## src/rtl/fcs_defs.svh

```systemverilog
// register offsets, command bytes and timing counts of the flash command sequencer
`ifndef FCS_DEFS_SVH
`define FCS_DEFS_SVH
`define FCS_OFF_CTRL 8'h00
`define FCS_OFF_ADDR 8'h04
`define FCS_OFF_WDATA 8'h08
`define FCS_OFF_SMASK 8'h0c
`define FCS_OFF_STATUS 8'h10
`define FCS_CTRL_GO 3
`define FCS_ST_BUSY 0
`define FCS_ST_DONE 1
`define FCS_ST_ERR 2
`define FCS_ST_IDMODE 3
`define FCS_ST_RDATA 8
`define FCS_UNLOCK1_ADDR 17'h00555
`define FCS_UNLOCK2_ADDR 17'h002aa
`define FCS_UNLOCK1_DATA 8'haa
`define FCS_UNLOCK2_DATA 8'h55
`define FCS_CMD_IDENT 8'h90
`define FCS_CMD_PROG 8'ha0
`define FCS_CMD_ERASE 8'h80
`define FCS_CMD_CHIP 8'h10
`define FCS_CMD_SECT 8'h30
`define FCS_CMD_RESET 8'hf0
`define FCS_BIT_TOGGLE 6
`define FCS_BIT_TIMING 5
`define FCS_SECT_LSB 14
`define FCS_CLK_MHZ 100
`define FCS_T_WP_NS 30
`define FCS_T_ACC_NS 45
`define FCS_WP_CYC ((`FCS_T_WP_NS * `FCS_CLK_MHZ + 999) / 1000)
`define FCS_ACC_CYC ((`FCS_T_ACC_NS * `FCS_CLK_MHZ + 999) / 1000)
`define FCS_SE_WIN_US 50
`define FCS_SE_WIN_CYC (`FCS_SE_WIN_US * `FCS_CLK_MHZ)
`endif

```

## src/rtl/fcs_pkg.sv

```systemverilog
// types shared by the flash command sequencer modules
`default_nettype none
package fcs_pkg;
  typedef enum logic [2:0] {
    OP_READ, OP_RESET, OP_IDENT, OP_PROG, OP_CHIP, OP_SECT
  } fcs_op_e;
  typedef enum logic [1:0] {S_IDLE, S_CMD, S_POLL} fcs_st_e;
  typedef enum logic [1:0] {C_IDLE, C_SETUP, C_STROBE, C_HOLD} fcs_cyc_e;
  typedef struct packed {
    logic wr;
    logic [16:0] addr;
    logic [7:0] data;
  } fcs_word_s;
endpackage
`default_nettype wire

```

## src/rtl/fcs_cyc_if.sv

```systemverilog
// one flash bus cycle request and its answer between sequencer and pin engine
`default_nettype none
interface fcs_cyc_if;
  logic req;
  logic wr;
  logic [16:0] addr;
  logic [7:0] wdata;
  logic done;
  logic [7:0] rdata;
  modport ctl (output req, output wr, output addr, output wdata, input done, input rdata);
  modport eng (input req, input wr, input addr, input wdata, output done, output rdata);
endinterface
`default_nettype wire

```

## src/rtl/fcs_bus_cycle.sv

```systemverilog
// pin engine: runs one read or write strobe cycle on the flash pins
`include "fcs_defs.svh"
`default_nettype none
module fcs_bus_cycle
  import fcs_pkg::*;
#(
  parameter int WP_CYC = `FCS_WP_CYC,
  parameter int ACC_CYC = `FCS_ACC_CYC
) (
  input wire logic pclk, // system clock
  input wire logic presetn, // async reset, low
  fcs_cyc_if.eng cyc, // cycle request
  output logic [16:0] fl_addr, // flash address
  output logic fl_ce_n, // chip enable, low
  output logic fl_we_n, // write enable, low
  output logic fl_oe_n, // output enable, low
  input wire logic [7:0] fl_dq_in, // data pins in
  output logic [7:0] fl_dq_out, // data pins out
  output logic fl_dq_oe // data pins driven
);
  fcs_cyc_e st_q;
  logic wr_q;
  logic [7:0] cnt_q;
  logic [7:0] dq_s1_q;
  logic [7:0] dq_s2_q;

  // two-flop synchroniser on the data pins
  always_ff @(posedge pclk or negedge presetn) begin
    if (!presetn) begin
      dq_s1_q <= 8'h00;
      dq_s2_q <= 8'h00;
    end else begin
      dq_s1_q <= fl_dq_in;
      dq_s2_q <= dq_s1_q;
    end
  end

  // strobe sequencing: address first, then we or oe, data taken on the strobe's rise
  always_ff @(posedge pclk or negedge presetn) begin
    if (!presetn) begin
      st_q <= C_IDLE;
      wr_q <= 1'b0;
      cnt_q <= 8'h00;
      fl_addr <= 17'h00000;
      fl_ce_n <= 1'b1;
      fl_we_n <= 1'b1;
      fl_oe_n <= 1'b1;
      fl_dq_out <= 8'h00;
      fl_dq_oe <= 1'b0;
      cyc.done <= 1'b0;
      cyc.rdata <= 8'h00;
    end else begin
      unique case (st_q)
        C_IDLE: begin
          cyc.done <= 1'b0;
          if (cyc.req && !cyc.done) begin
            fl_addr <= cyc.addr; // address settles before the strobe falls
            fl_ce_n <= 1'b0;
            wr_q <= cyc.wr;
            fl_dq_out <= cyc.wdata;
            fl_dq_oe <= cyc.wr;
            st_q <= C_SETUP;
          end
        end
        C_SETUP: begin
          cnt_q <= 8'h00;
          if (wr_q) begin
            fl_we_n <= 1'b0;
          end else begin
            fl_oe_n <= 1'b0;
          end
          st_q <= C_STROBE;
        end
        C_STROBE: begin
          cnt_q <= cnt_q + 8'h01;
          if (wr_q && cnt_q == 8'(WP_CYC - 1)) begin
            fl_we_n <= 1'b1; // data held past this rise
            st_q <= C_HOLD;
          end else if (!wr_q && cnt_q == 8'(ACC_CYC + 1)) begin
            cyc.rdata <= dq_s2_q; // access time plus synchroniser delay
            fl_oe_n <= 1'b1;
            st_q <= C_HOLD;
          end
        end
        C_HOLD: begin
          fl_ce_n <= 1'b1;
          fl_dq_oe <= 1'b0;
          cyc.done <= 1'b1;
          st_q <= C_IDLE;
        end
      endcase
    end
  end

  a_we_with_ce: assert property (@(posedge pclk) disable iff (!presetn)
    !fl_we_n |-> !fl_ce_n && fl_oe_n && fl_dq_oe) else $error("write strobe without ce or data");
  a_addr_held_we: assert property (@(posedge pclk) disable iff (!presetn)
    !fl_we_n && $past(!fl_we_n) |-> $stable(fl_addr) && $stable(fl_dq_out))
    else $error("address or data moved during write strobe");
  a_we_pulse_len: assert property (@(posedge pclk) disable iff (!presetn)
    $fell(fl_we_n) |-> !fl_we_n [*3] ##1 fl_we_n) else $error("write strobe length wrong");
endmodule // fcs_bus_cycle
`default_nettype wire

```

## src/rtl/fcs_top.sv

```systemverilog
// flash command sequencer: apb registers and the host-side command sequences
`include "fcs_defs.svh"
`default_nettype none
module fcs_top
  import fcs_pkg::*;
#(
  parameter int SE_WIN_CYC = `FCS_SE_WIN_CYC
) (
  input wire logic pclk, // system clock
  input wire logic presetn, // async reset, low
  input wire logic psel, // apb select
  input wire logic penable, // apb access phase
  input wire logic pwrite, // apb direction
  input wire logic [7:0] paddr, // apb byte address
  input wire logic [31:0] pwdata, // apb write data
  output logic [31:0] prdata, // apb read data
  output logic pready, // apb ready
  output logic pslverr, // apb error on unmapped address
  output logic [16:0] fl_addr, // flash address
  output logic fl_ce_n, // flash chip enable
  output logic fl_we_n, // flash write enable
  output logic fl_oe_n, // flash output enable
  input wire logic [7:0] fl_dq_in, // flash data in
  output logic [7:0] fl_dq_out, // flash data out
  output logic fl_dq_oe // flash data driven
);
  fcs_cyc_if cyc ();
  fcs_st_e st_q;
  fcs_op_e op_q;
  logic [2:0] step_q;
  logic [16:0] addr_q;
  logic [7:0] wdata_q;
  logic [7:0] smask_q;
  logic [7:0] rdata_q;
  logic [7:0] prev_q;
  logic poll_second_q;
  logic retry_q;
  logic done_q;
  logic err_q;
  logic id_mode_q;
  logic [31:0] gap_q;
  logic acc;
  logic start;
  logic last;
  logic [2:0] sel;
  fcs_word_s cur;

  // lowest queued sector
  function automatic logic [2:0] first_set(input logic [7:0] m);
    logic [2:0] r;
    r = 3'h0;
    for (int i = 7; i >= 0; i--) begin
      if (m[i]) begin
        r = 3'(i);
      end
    end
    return r;
  endfunction

  // the flash cycle of one step of a sequence
  function automatic fcs_word_s step_word(input fcs_op_e op, input logic [2:0] step,
      input logic [16:0] a, input logic [7:0] d, input logic [2:0] s);
    fcs_word_s w;
    w = '{wr: 1'b1, addr: `FCS_UNLOCK1_ADDR, data: `FCS_UNLOCK1_DATA};
    if (op == OP_READ) begin
      w = '{wr: 1'b0, addr: a, data: 8'h00};
    end else if (op == OP_RESET) begin
      w = '{wr: 1'b1, addr: a, data: `FCS_CMD_RESET};
    end else begin
      unique case (step)
        3'd1, 3'd4: w = '{wr: 1'b1, addr: `FCS_UNLOCK2_ADDR, data: `FCS_UNLOCK2_DATA};
        3'd2: begin
          w.data = (op == OP_IDENT) ? `FCS_CMD_IDENT :
                   (op == OP_PROG) ? `FCS_CMD_PROG : `FCS_CMD_ERASE;
        end
        3'd3: begin
          if (op == OP_PROG) begin
            w = '{wr: 1'b1, addr: a, data: d};
          end else if (op == OP_IDENT) begin
            w = '{wr: 1'b0, addr: a, data: 8'h00}; // id read at any address
          end
        end
        3'd5: begin
          if (op == OP_CHIP) begin
            w.data = `FCS_CMD_CHIP;
          end else begin
            w = '{wr: 1'b1, addr: {s, 14'h0000}, data: `FCS_CMD_SECT};
          end
        end
        default: w = w;
      endcase
    end
    return w;
  endfunction

  // current step and whether it ends the sequence
  always_comb begin
    sel = first_set(smask_q);
    cur = step_word(op_q, step_q, addr_q, wdata_q, sel);
    unique case (op_q)
      OP_READ, OP_RESET: last = 1'b1;
      OP_IDENT, OP_PROG: last = (step_q == 3'd3);
      OP_CHIP: last = (step_q == 3'd5);
      default: last = (step_q == 3'd5) && ((smask_q & ~(8'h01 << sel)) == 8'h00);
    endcase
  end

  assign acc = psel && penable && pready;
  assign start = acc && pwrite && paddr == `FCS_OFF_CTRL && pwdata[`FCS_CTRL_GO];

  // apb slave: one wait state, read data and error from flops
  always_ff @(posedge pclk or negedge presetn) begin
    if (!presetn) begin
      pready <= 1'b0;
      prdata <= 32'h00000000;
      pslverr <= 1'b0;
    end else begin
      pready <= psel && penable && !pready;
      pslverr <= 1'b0;
      prdata <= 32'h00000000;
      if (psel && penable && !pready) begin
        unique case (paddr)
          `FCS_OFF_CTRL: prdata <= {29'h0, op_q};
          `FCS_OFF_ADDR: prdata <= {15'h0, addr_q};
          `FCS_OFF_WDATA: prdata <= {24'h0, wdata_q};
          `FCS_OFF_SMASK: prdata <= {24'h0, smask_q};
          `FCS_OFF_STATUS: prdata <= {16'h0, rdata_q, 4'h0, id_mode_q, err_q, done_q,
                                      st_q != S_IDLE};
          default: pslverr <= 1'b1;
        endcase
      end
    end
  end

  // operand registers, frozen while a sequence runs
  always_ff @(posedge pclk or negedge presetn) begin
    if (!presetn) begin
      addr_q <= 17'h00000;
      wdata_q <= 8'h00;
    end else if (acc && pwrite && st_q == S_IDLE) begin
      if (paddr == `FCS_OFF_ADDR) begin
        addr_q <= pwdata[16:0];
      end
      if (paddr == `FCS_OFF_WDATA) begin
        wdata_q <= pwdata[7:0];
      end
    end
  end

  // cycles since the last unlock or sector cycle of a sector erase, to check the window
  always_ff @(posedge pclk or negedge presetn) begin
    if (!presetn) begin
      gap_q <= 32'h00000000;
    end else if (cyc.done && op_q == OP_SECT && (step_q == 3'd4 || step_q == 3'd5)) begin
      gap_q <= 32'h00000000;
    end else if (gap_q != 32'hffffffff) begin
      gap_q <= gap_q + 32'h00000001;
    end
  end

  // sequencer: issues steps, then for program and erase polls the toggling status bit until it settles
  always_ff @(posedge pclk or negedge presetn) begin
    if (!presetn) begin
      st_q <= S_IDLE;
      op_q <= OP_READ;
      step_q <= 3'd0;
      smask_q <= 8'h00;
      rdata_q <= 8'h00;
      prev_q <= 8'h00;
      poll_second_q <= 1'b0;
      retry_q <= 1'b0;
      done_q <= 1'b0;
      err_q <= 1'b0;
      id_mode_q <= 1'b0;
      cyc.req <= 1'b0;
      cyc.wr <= 1'b0;
      cyc.addr <= 17'h00000;
      cyc.wdata <= 8'h00;
    end else begin
      unique case (st_q)
        S_IDLE: begin
          if (acc && pwrite && paddr == `FCS_OFF_SMASK) begin
            smask_q <= pwdata[7:0];
          end
          if (start) begin
            op_q <= fcs_op_e'(pwdata[2:0]);
            step_q <= 3'd0;
            done_q <= 1'b0;
            err_q <= 1'b0;
            retry_q <= 1'b0;
            poll_second_q <= 1'b0;
            // no program or erase while identification mode holds
            if (pwdata[2:0] > 3'(OP_SECT) ||
                (id_mode_q && pwdata[2:0] >= 3'(OP_PROG)) ||
                (pwdata[2:0] == 3'(OP_SECT) && smask_q == 8'h00)) begin
              err_q <= 1'b1;
              done_q <= 1'b1;
            end else begin
              st_q <= S_CMD;
            end
          end
        end
        S_CMD: begin
          if (!cyc.req) begin
            cyc.req <= 1'b1;
            cyc.wr <= cur.wr;
            cyc.addr <= cur.addr;
            cyc.wdata <= cur.data;
          end else if (cyc.done) begin
            cyc.req <= 1'b0;
            if (!cyc.wr) begin
              rdata_q <= cyc.rdata;
            end
            if (op_q == OP_IDENT && step_q == 3'd2) begin
              id_mode_q <= 1'b1;
            end
            if (op_q == OP_RESET) begin
              id_mode_q <= 1'b0;
            end
            if (op_q == OP_SECT && step_q == 3'd5) begin
              smask_q <= smask_q & ~(8'h01 << sel); // next sector back to back
            end
            if (!last) begin
              step_q <= (op_q == OP_SECT && step_q == 3'd5) ? step_q : step_q + 3'd1;
            end else if (op_q >= OP_PROG) begin
              st_q <= S_POLL; // nothing else written until settled
            end else begin
              done_q <= 1'b1;
              st_q <= S_IDLE;
            end
          end
        end
        S_POLL: begin
          if (!cyc.req) begin
            cyc.req <= 1'b1;
            cyc.wr <= 1'b0;
            cyc.addr <= addr_q;
          end else if (cyc.done) begin
            cyc.req <= 1'b0;
            rdata_q <= cyc.rdata;
            prev_q <= cyc.rdata;
            poll_second_q <= !poll_second_q;
            if (poll_second_q) begin
              if (prev_q[`FCS_BIT_TOGGLE] == cyc.rdata[`FCS_BIT_TOGGLE]) begin
                done_q <= 1'b1;
                st_q <= S_IDLE;
              end else if (cyc.rdata[`FCS_BIT_TIMING]) begin
                if (retry_q) begin
                  err_q <= 1'b1; // timing exceeded: send reset to recover
                  op_q <= OP_RESET;
                  step_q <= 3'd0;
                  st_q <= S_CMD;
                end
                retry_q <= 1'b1;
              end
            end
          end
        end
        default: st_q <= S_IDLE;
      endcase
    end
  end

  fcs_bus_cycle u_cycle (
    .pclk(pclk),
    .presetn(presetn),
    .cyc(cyc.eng),
    .fl_addr(fl_addr),
    .fl_ce_n(fl_ce_n),
    .fl_we_n(fl_we_n),
    .fl_oe_n(fl_oe_n),
    .fl_dq_in(fl_dq_in),
    .fl_dq_out(fl_dq_out),
    .fl_dq_oe(fl_dq_oe)
  );

  a_unlock_first: assert property (@(posedge pclk) disable iff (!presetn)
    st_q == S_CMD && $rose(cyc.req) && step_q == 3'd0 && op_q >= OP_IDENT
    |-> cyc.addr == 17'h00555 && cyc.wdata == 8'haa && cyc.wr)
    else $error("sequence did not open with first unlock");
  a_unlock_second: assert property (@(posedge pclk) disable iff (!presetn)
    $rose(cyc.req) && (step_q == 3'd1 || step_q == 3'd4) && st_q == S_CMD && op_q >= OP_IDENT
    |-> cyc.addr == 17'h002aa && cyc.wdata == 8'h55) else $error("second unlock wrong");
  a_prog_word: assert property (@(posedge pclk) disable iff (!presetn)
    $rose(cyc.req) && st_q == S_CMD && op_q == OP_PROG && step_q == 3'd3
    |-> cyc.wr && cyc.addr == addr_q && cyc.wdata == wdata_q)
    else $error("program cycle not at target");
  a_chip_final: assert property (@(posedge pclk) disable iff (!presetn)
    $rose(cyc.req) && st_q == S_CMD && op_q == OP_CHIP && step_q == 3'd5
    |-> cyc.wdata == 8'h10 && cyc.addr == 17'h00555) else $error("chip erase command wrong");
  a_sect_final: assert property (@(posedge pclk) disable iff (!presetn)
    $rose(cyc.req) && st_q == S_CMD && op_q == OP_SECT && step_q == 3'd5
    |-> cyc.wdata == 8'h30 && smask_q[cyc.addr[16:14]]) else $error("sector cycle wrong");
  a_sect_spacing: assert property (@(posedge pclk) disable iff (!presetn)
    st_q == S_CMD && op_q == OP_SECT && step_q == 3'd5 && $rose(cyc.req)
    |-> gap_q < SE_WIN_CYC) else $error("sector cycles too far apart");
  a_id_exit_reset: assert property (@(posedge pclk) disable iff (!presetn)
    $fell(id_mode_q) |-> $past(op_q) == OP_RESET && $past(cyc.done))
    else $error("identification mode left without reset");
  a_ident_cmd: assert property (@(posedge pclk) disable iff (!presetn)
    $rose(id_mode_q) |-> $past(cyc.wdata) == 8'h90 && $past(cyc.addr) == 17'h00555)
    else $error("identification mode without its command");
  a_poll_no_write: assert property (@(posedge pclk) disable iff (!presetn)
    st_q == S_POLL && cyc.req |-> !cyc.wr) else $error("write issued while device busy");
endmodule // fcs_top
`default_nettype wire

```

## config.mk

```make
export PLATFORM = sky130hd
export DESIGN_NAME = fcs_top
export DESIGN_NICKNAME = d
export VERILOG_FILES = /design/src/rtl/fcs_pkg.sv /design/src/rtl/fcs_cyc_if.sv /design/src/rtl/fcs_bus_cycle.sv /design/src/rtl/fcs_top.sv
export VERILOG_INCLUDE_DIRS = /design/src /design/src/rtl
export SDC_FILE = /design/constraint.sdc
export NUM_CORES = 1
export LEC_CHECK = 0
export ABC_CLOCK_PERIOD_IN_PS = 5000
export BUFFER_PORTS_ARGS = -buffer_cell sky130_fd_sc_hd__buf_2
export CAP_MARGIN = 20
export CORE_MARGIN = 2
export CORE_UTILIZATION = 50
export CTS_BUF_LIST = sky130_fd_sc_hd__clkbuf_2 sky130_fd_sc_hd__clkbuf_4 sky130_fd_sc_hd__clkbuf_8
export DETAILED_ROUTE_END_ITERATION = 8
export PLACE_DENSITY = 0.8
export SLEW_MARGIN = 20
export SYNTH_ARGS = -nofsm -noshare
export SYNTH_HDL_FRONTEND = slang
export SYNTH_SLANG_ARGS = --single-unit
export TNS_END_PERCENT = 10
```

## constraint.sdc

```tcl
create_clock -name pclk -period 5 [get_ports pclk]
set_input_delay 1 -clock pclk [delete_from_list [all_inputs] [get_ports pclk]]
set_output_delay 1 -clock pclk [all_outputs]
set_load 0.02 [all_outputs]
```

* After elaboration in Yosys (flattened, before gate mapping)
Cells that the tools add are included.
Storage, ports and cells: register bits 187, output and inout bits 63
Operators by class: add/subtract/negate cells 2, order comparisons 3, equal/unequal tests 52, shift-type cells 1, mux-type cells 122, bitwise gates (word level) 4, reduce and logical (&&, ||, !) cells 61
Operators by type and width (number):
- two-way mux 26 bit | 4
- one-hot mux 17 bit (5 select lines) | 1
- two-way mux 3 bit | 26
- two-way mux 8 bit | 9
- two-way mux 17 bit | 4
- one-hot mux 18 bit (3 select lines) | 1
- one-hot mux 8 bit (2 select lines) | 3
- two-way mux 1 bit | 39
- inequality test 2 bit (second input constant) | 18
- one-hot mux 17 bit (2 select lines) | 1
- one-hot mux 8 bit (4 select lines) | 1
- two-way mux 2 bit | 15
- zero test 8 bit | 3
- AND reduction 10 bit | 2
- two-way mux 6 bit | 3
- one-hot mux 1 bit (2 select lines) | 9
- equality test 8 x 3 -> 1 bit (second input constant) | 2
- equality test 8 x 4 -> 1 bit (second input constant) | 2
- logical AND 1 bit | 16
- inequality test 2 x 1 -> 1 bit (second input constant) | 8
- equality test 3 bit (second input constant) | 5
- nonzero test 2 bit | 7
- equality test 3 x 2 -> 1 bit (second input constant) | 4
- AND reduction 12 bit | 1
- other kinds (36) | 61

* Depth between registers and ports, before layout
depth in word-level cells 18, gate-level depth with buffers 9, mapped depth without buffers 8

* Cells and area by module
From an unflattened synthesis, not the netlist that was laid out.
Second synthesis, totals: cell total of the unflattened synthesis 680, area total of the unflattened synthesis 7656.1 um^2
By module, submodules not included:
- fcs_top | times used 1, cells each 506, area an instance 5146.2 um^2, seq. area each 2527.4 um^2
- fcs_bus_cycle | times used 1, cells each 174, area an instance 2509.9 um^2, seq. area each 1630.3 um^2

* Worst setup path before layout
No wires, ideal clock.
path type input to register, start input port paddr[1], end register addr_q[0], arrival 2843 ps, data required time 4875 ps, slack 2033 ps, stages on the path 7, path buffers 2, cells stage by stage or4_4 -> nor3_1 -> and2_1 -> and3_1 -> buf_4 -> buf_6 -> mux2_2
On the way: cells in the longest elaborated chain, start to end 2
Ends and longest elaborated chain:
- start: declaration | RTL line fcs_top.sv:14 | input wire logic [7:0] paddr,
- equality test 8 x 3 -> 1 bit
- AND reduction 2 bit (no source line)
- end signal: assignment | RTL line fcs_top.sv:142 | addr_q <= pwdata[16:0];
- end: declaration | RTL line fcs_top.sv:31 | logic [16:0] addr_q;
No other way between the ends. A chain may end at the register's enable or synchronous reset.

* Worst setup path in the final report
start input port paddr[1], end register addr_q[13]
The elaborated chain is that of the path after synthesis.

==> flow_metrics.env <==
export IMPL_critPathLaunchType="input port"
export IMPL_dp_hpwl_um=11900
export IMPL_clock_fmax_mhz=298
export IMPL_fin_setup_tns_ps=0
export IMPL_hp_start="u_cycle.dq_s1_q[7]$_DFF_PN0_"
export IMPL_dieArea_sq_um=16400
export IMPL_grt_max_degree=101
export IMPL_dp_cells=939
export IMPL_finClkSkew_ps=16.2
export IMPL_final_max_slew_violation_count=0
export IMPL_initial_core_util=0.509
export IMPL_required_ps=5360
export IMPL_grt_use_met3=0.0547
export IMPL_reg2reg_depth=6
export IMPL_grt_pass1_vias=5408
export IMPL_area_delta_synth_final_pct=11.5
export IMPL_ys_types=65
export IMPL_powerDensity_nw_per_um2=526
export IMPL_num_vias=5616
export IMPL_rows=45
export IMPL_async_flop_share=1.00
export IMPL_ant_nets=0
export IMPL_startpoint="paddr[1]"
export IMPL_report_final_hold_viol_count=0
export IMPL_endpoint="addr_q[13]$_DFFE_PN0P_"
export IMPL_clock_latency_ps=470
export IMPL_synth_avg_cell_area_sq_um=11.0
export IMPL_grt_overflow_total=0
export IMPL_final_common_cell="dfrtp_1"
export IMPL_ys_seq_elements=166
export IMPL_io_pin_count=116
export IMPL_ir_worst_vdd_mv=0.317
export IMPL_hold_class="reg2reg"
export IMPL_finalNetCount=838
export IMPL_cts_root_buffer="clkbuf_8"
export IMPL_routabilityCongestion=0.887
export IMPL_holdBufCountCts=0
export IMPL_ctsResizeCount=0
export IMPL_die_x_um=128
export IMPL_cap_violations=0
export IMPL_port_buffers=85
export IMPL_n_antenna_cell=0
export IMPL_synth_edf_count=0
export IMPL_post_route_period_util=0.672
export IMPL_final_cells=971
export IMPL_slew_limit_headroom=0.399
export IMPL_cts_tree="done"
export IMPL_core_area_sq_um=15100
export IMPL_synth_flop_cell="dfrtp_1"
export IMPL_wire_per_inst_um=17.3
export IMPL_crit_type="in2reg"
export IMPL_dieHeight_um=128
export IMPL_grt_use_met2=0.335
export IMPL_antenna_found_initial=0
export IMPL_crit_path_end_kind="register"
export IMPL_syn_area_sq_um=7680
export IMPL_synth_seq_area_share=0.541
export IMPL_clock_path_buffers=2
export IMPL_via_per_inst=5.78
export IMPL_post_cts_buffers=0
export IMPL_layout_drive_gt1_share=0.276
export IMPL_r2r_slack_ps=2120
export IMPL_path_clk_slew_ps=90
export IMPL_grt_first_pass_wirelength_um=27200
export IMPL_firstDrtPassIters=5
export IMPL_cts_buffers=17
export IMPL_syn_inst=697
export IMPL_finalSetupViolCount=0
export IMPL_r2r_end="cyc.addr[0]$_DFFE_PN0P_"
export IMPL_grt_usage=0.215
export IMPL_final_cell_mix="163 x dfrtp_1, 84 x buf_2, 76 x mux2_2"
export IMPL_timing_rr_start="st_q[1]$_DFFE_PN0P_"
export IMPL_grt_met1_usage=0.288
export IMPL_rsz0062_at_grt="no"
export IMPL_worstMarginPinSlew_ps=902
export IMPL_busiest_layer="met2"
export IMPL_cts_sinks=166
export IMPL_cp_arrival_ps=3720
export IMPL_outcome="finished, final reports clean"
export IMPL_wl_um=16800
export IMPL_drt_iter0_drc=474
export IMPL_layout_min_cycle_time_ps=3360
export IMPL_leakage_nw=4.11
export IMPL_cp_max_fo=17
export IMPL_ys_warn_count=0
export IMPL_htreeDepth=4
export IMPL_drc=0
-- registers in the layout, summed over array words and instances (netlist names), 8 cells and up --
signal,cells
u_cycle.dq_s1_q,8
cyc.addr,17
smask_q,8
u_cycle.cnt_q,8
u_cycle.cyc.rdata,8
prdata,17
rdata_q,8
u_cycle.fl_addr,17
u_cycle.dq_s2_q,8
wdata_q,8
cyc.wdata,8
u_cycle.fl_dq_out,8
addr_q,17
-- area by class of cell --
cell class                 instances  area [sq um]
fill                            1277          6520
sequential                       166          4160
multi-input combinational        468          3220
timing repair buffer              89           462
tap                              188           235
clock buffer                      17           234
clock inverter                    15           153
inverter                          28           105
-- worst min path at each step --
stage,endpoint,cells past startpoint
after floorplan,u_cycle.dq_s2_q[0]$_DFF_PN0_,0
after global placement,u_cycle.dq_s2_q[1]$_DFF_PN0_,0
after detailed placement,u_cycle.dq_s2_q[5]$_DFF_PN0_,0
after CTS,u_cycle.dq_s2_q[5]$_DFF_PN0_,0
after global routing,u_cycle.dq_s2_q[4]$_DFF_PN0_,0
final,u_cycle.dq_s2_q[7]$_DFF_PN0_,0
-- kinds of logic (layout without fill, tap and decap cells) --
| logic type | count (synthesis) | count (layout) | share of synthesized area |
|---|---|---|---|
| AO/OA/AOI/OAI | 154 | 154 | 0.132 |
| buffers and inverters | 77 | 149 | 0.0472 |
| XOR/XNOR | 5 | 5 | 0.00570 |
| multiplexers | 87 | 87 | 0.126 |
| adder cells (fa/ha/maj) | 16 | 16 | 0.0257 |
| other | 1 | 15 | 0.000488 |
| AND/OR/NAND/NOR | 191 | 191 | 0.122 |
| flip-flops | 166 | 166 | 0.541 |
-- critical path: stages --
cell and delay [ps]:
buf_2 120, or4_4 560, nor3_1 410, and2_1 200, buf_4 220, and3_1 770, mux2_2 420
-- through the flow --
stage                     hold slack, ps  setup WS [ps]  power (W)  utilization  instance area [sq um]
final                                354           1640    0.00451        0.568                   8570
after detailed placement             335           1150    0.00358        0.542                   8180
after CTS                            357           1650    0.00452        0.568                   8570
after floorplan                      331           2030    0.00311            -                   7740
after global routing                 365           1500    0.00481        0.568                   8570
after global placement               333           1230    0.00353        0.542                   8180
-- where the power goes --
| part | leakage, nW | total [W] | switching, W | internal [W] |
|---|---|---|---|---|
| Combinational | 1.77 | 0.00170 | 0.00107 | 0.000634 |
| Sequential | 2.15 | 0.00187 | 0.000269 | 0.00160 |
| Clock | 0.188 | 0.000932 | 0.000559 | 0.000373 |
-- synthesized netlist by cell type (4+ instances only) --
cell type	n	area, sq um
dfrtp_1	163	4080
mux2_2	76	856
nand2_1	69	259
nor2_1	56	210
o21ai_0	46	230
a21oi_1	34	170
inv_1	27	101
clkbuf_1	26	97.6
buf_4	16	120
a22oi_1	15	113
ha_1	15	188
nand3_1	15	75.1
mux2i_1	11	110
nor3_1	10	50.1
o31ai_1	8	60.1
a22o_1	6	52.6
and3_1	5	31.3
a21o_1	4	30.0
a222oi_1	4	40.0
a31oi_1	4	25.0
and2_1	4	25.0
buf_2	4	20.0
nand2b_1	4	25.0
nor4_1	4	25.0
o22ai_1	4	25.0
-- per-layer routing --
metal	part of all wire	vias up
met5	0	-
met4	0.022	0
met3	0.073	34
met2	0.46	231
met1	0.44	2758
li1	-	2593
(Power assumes the default switching activity.)
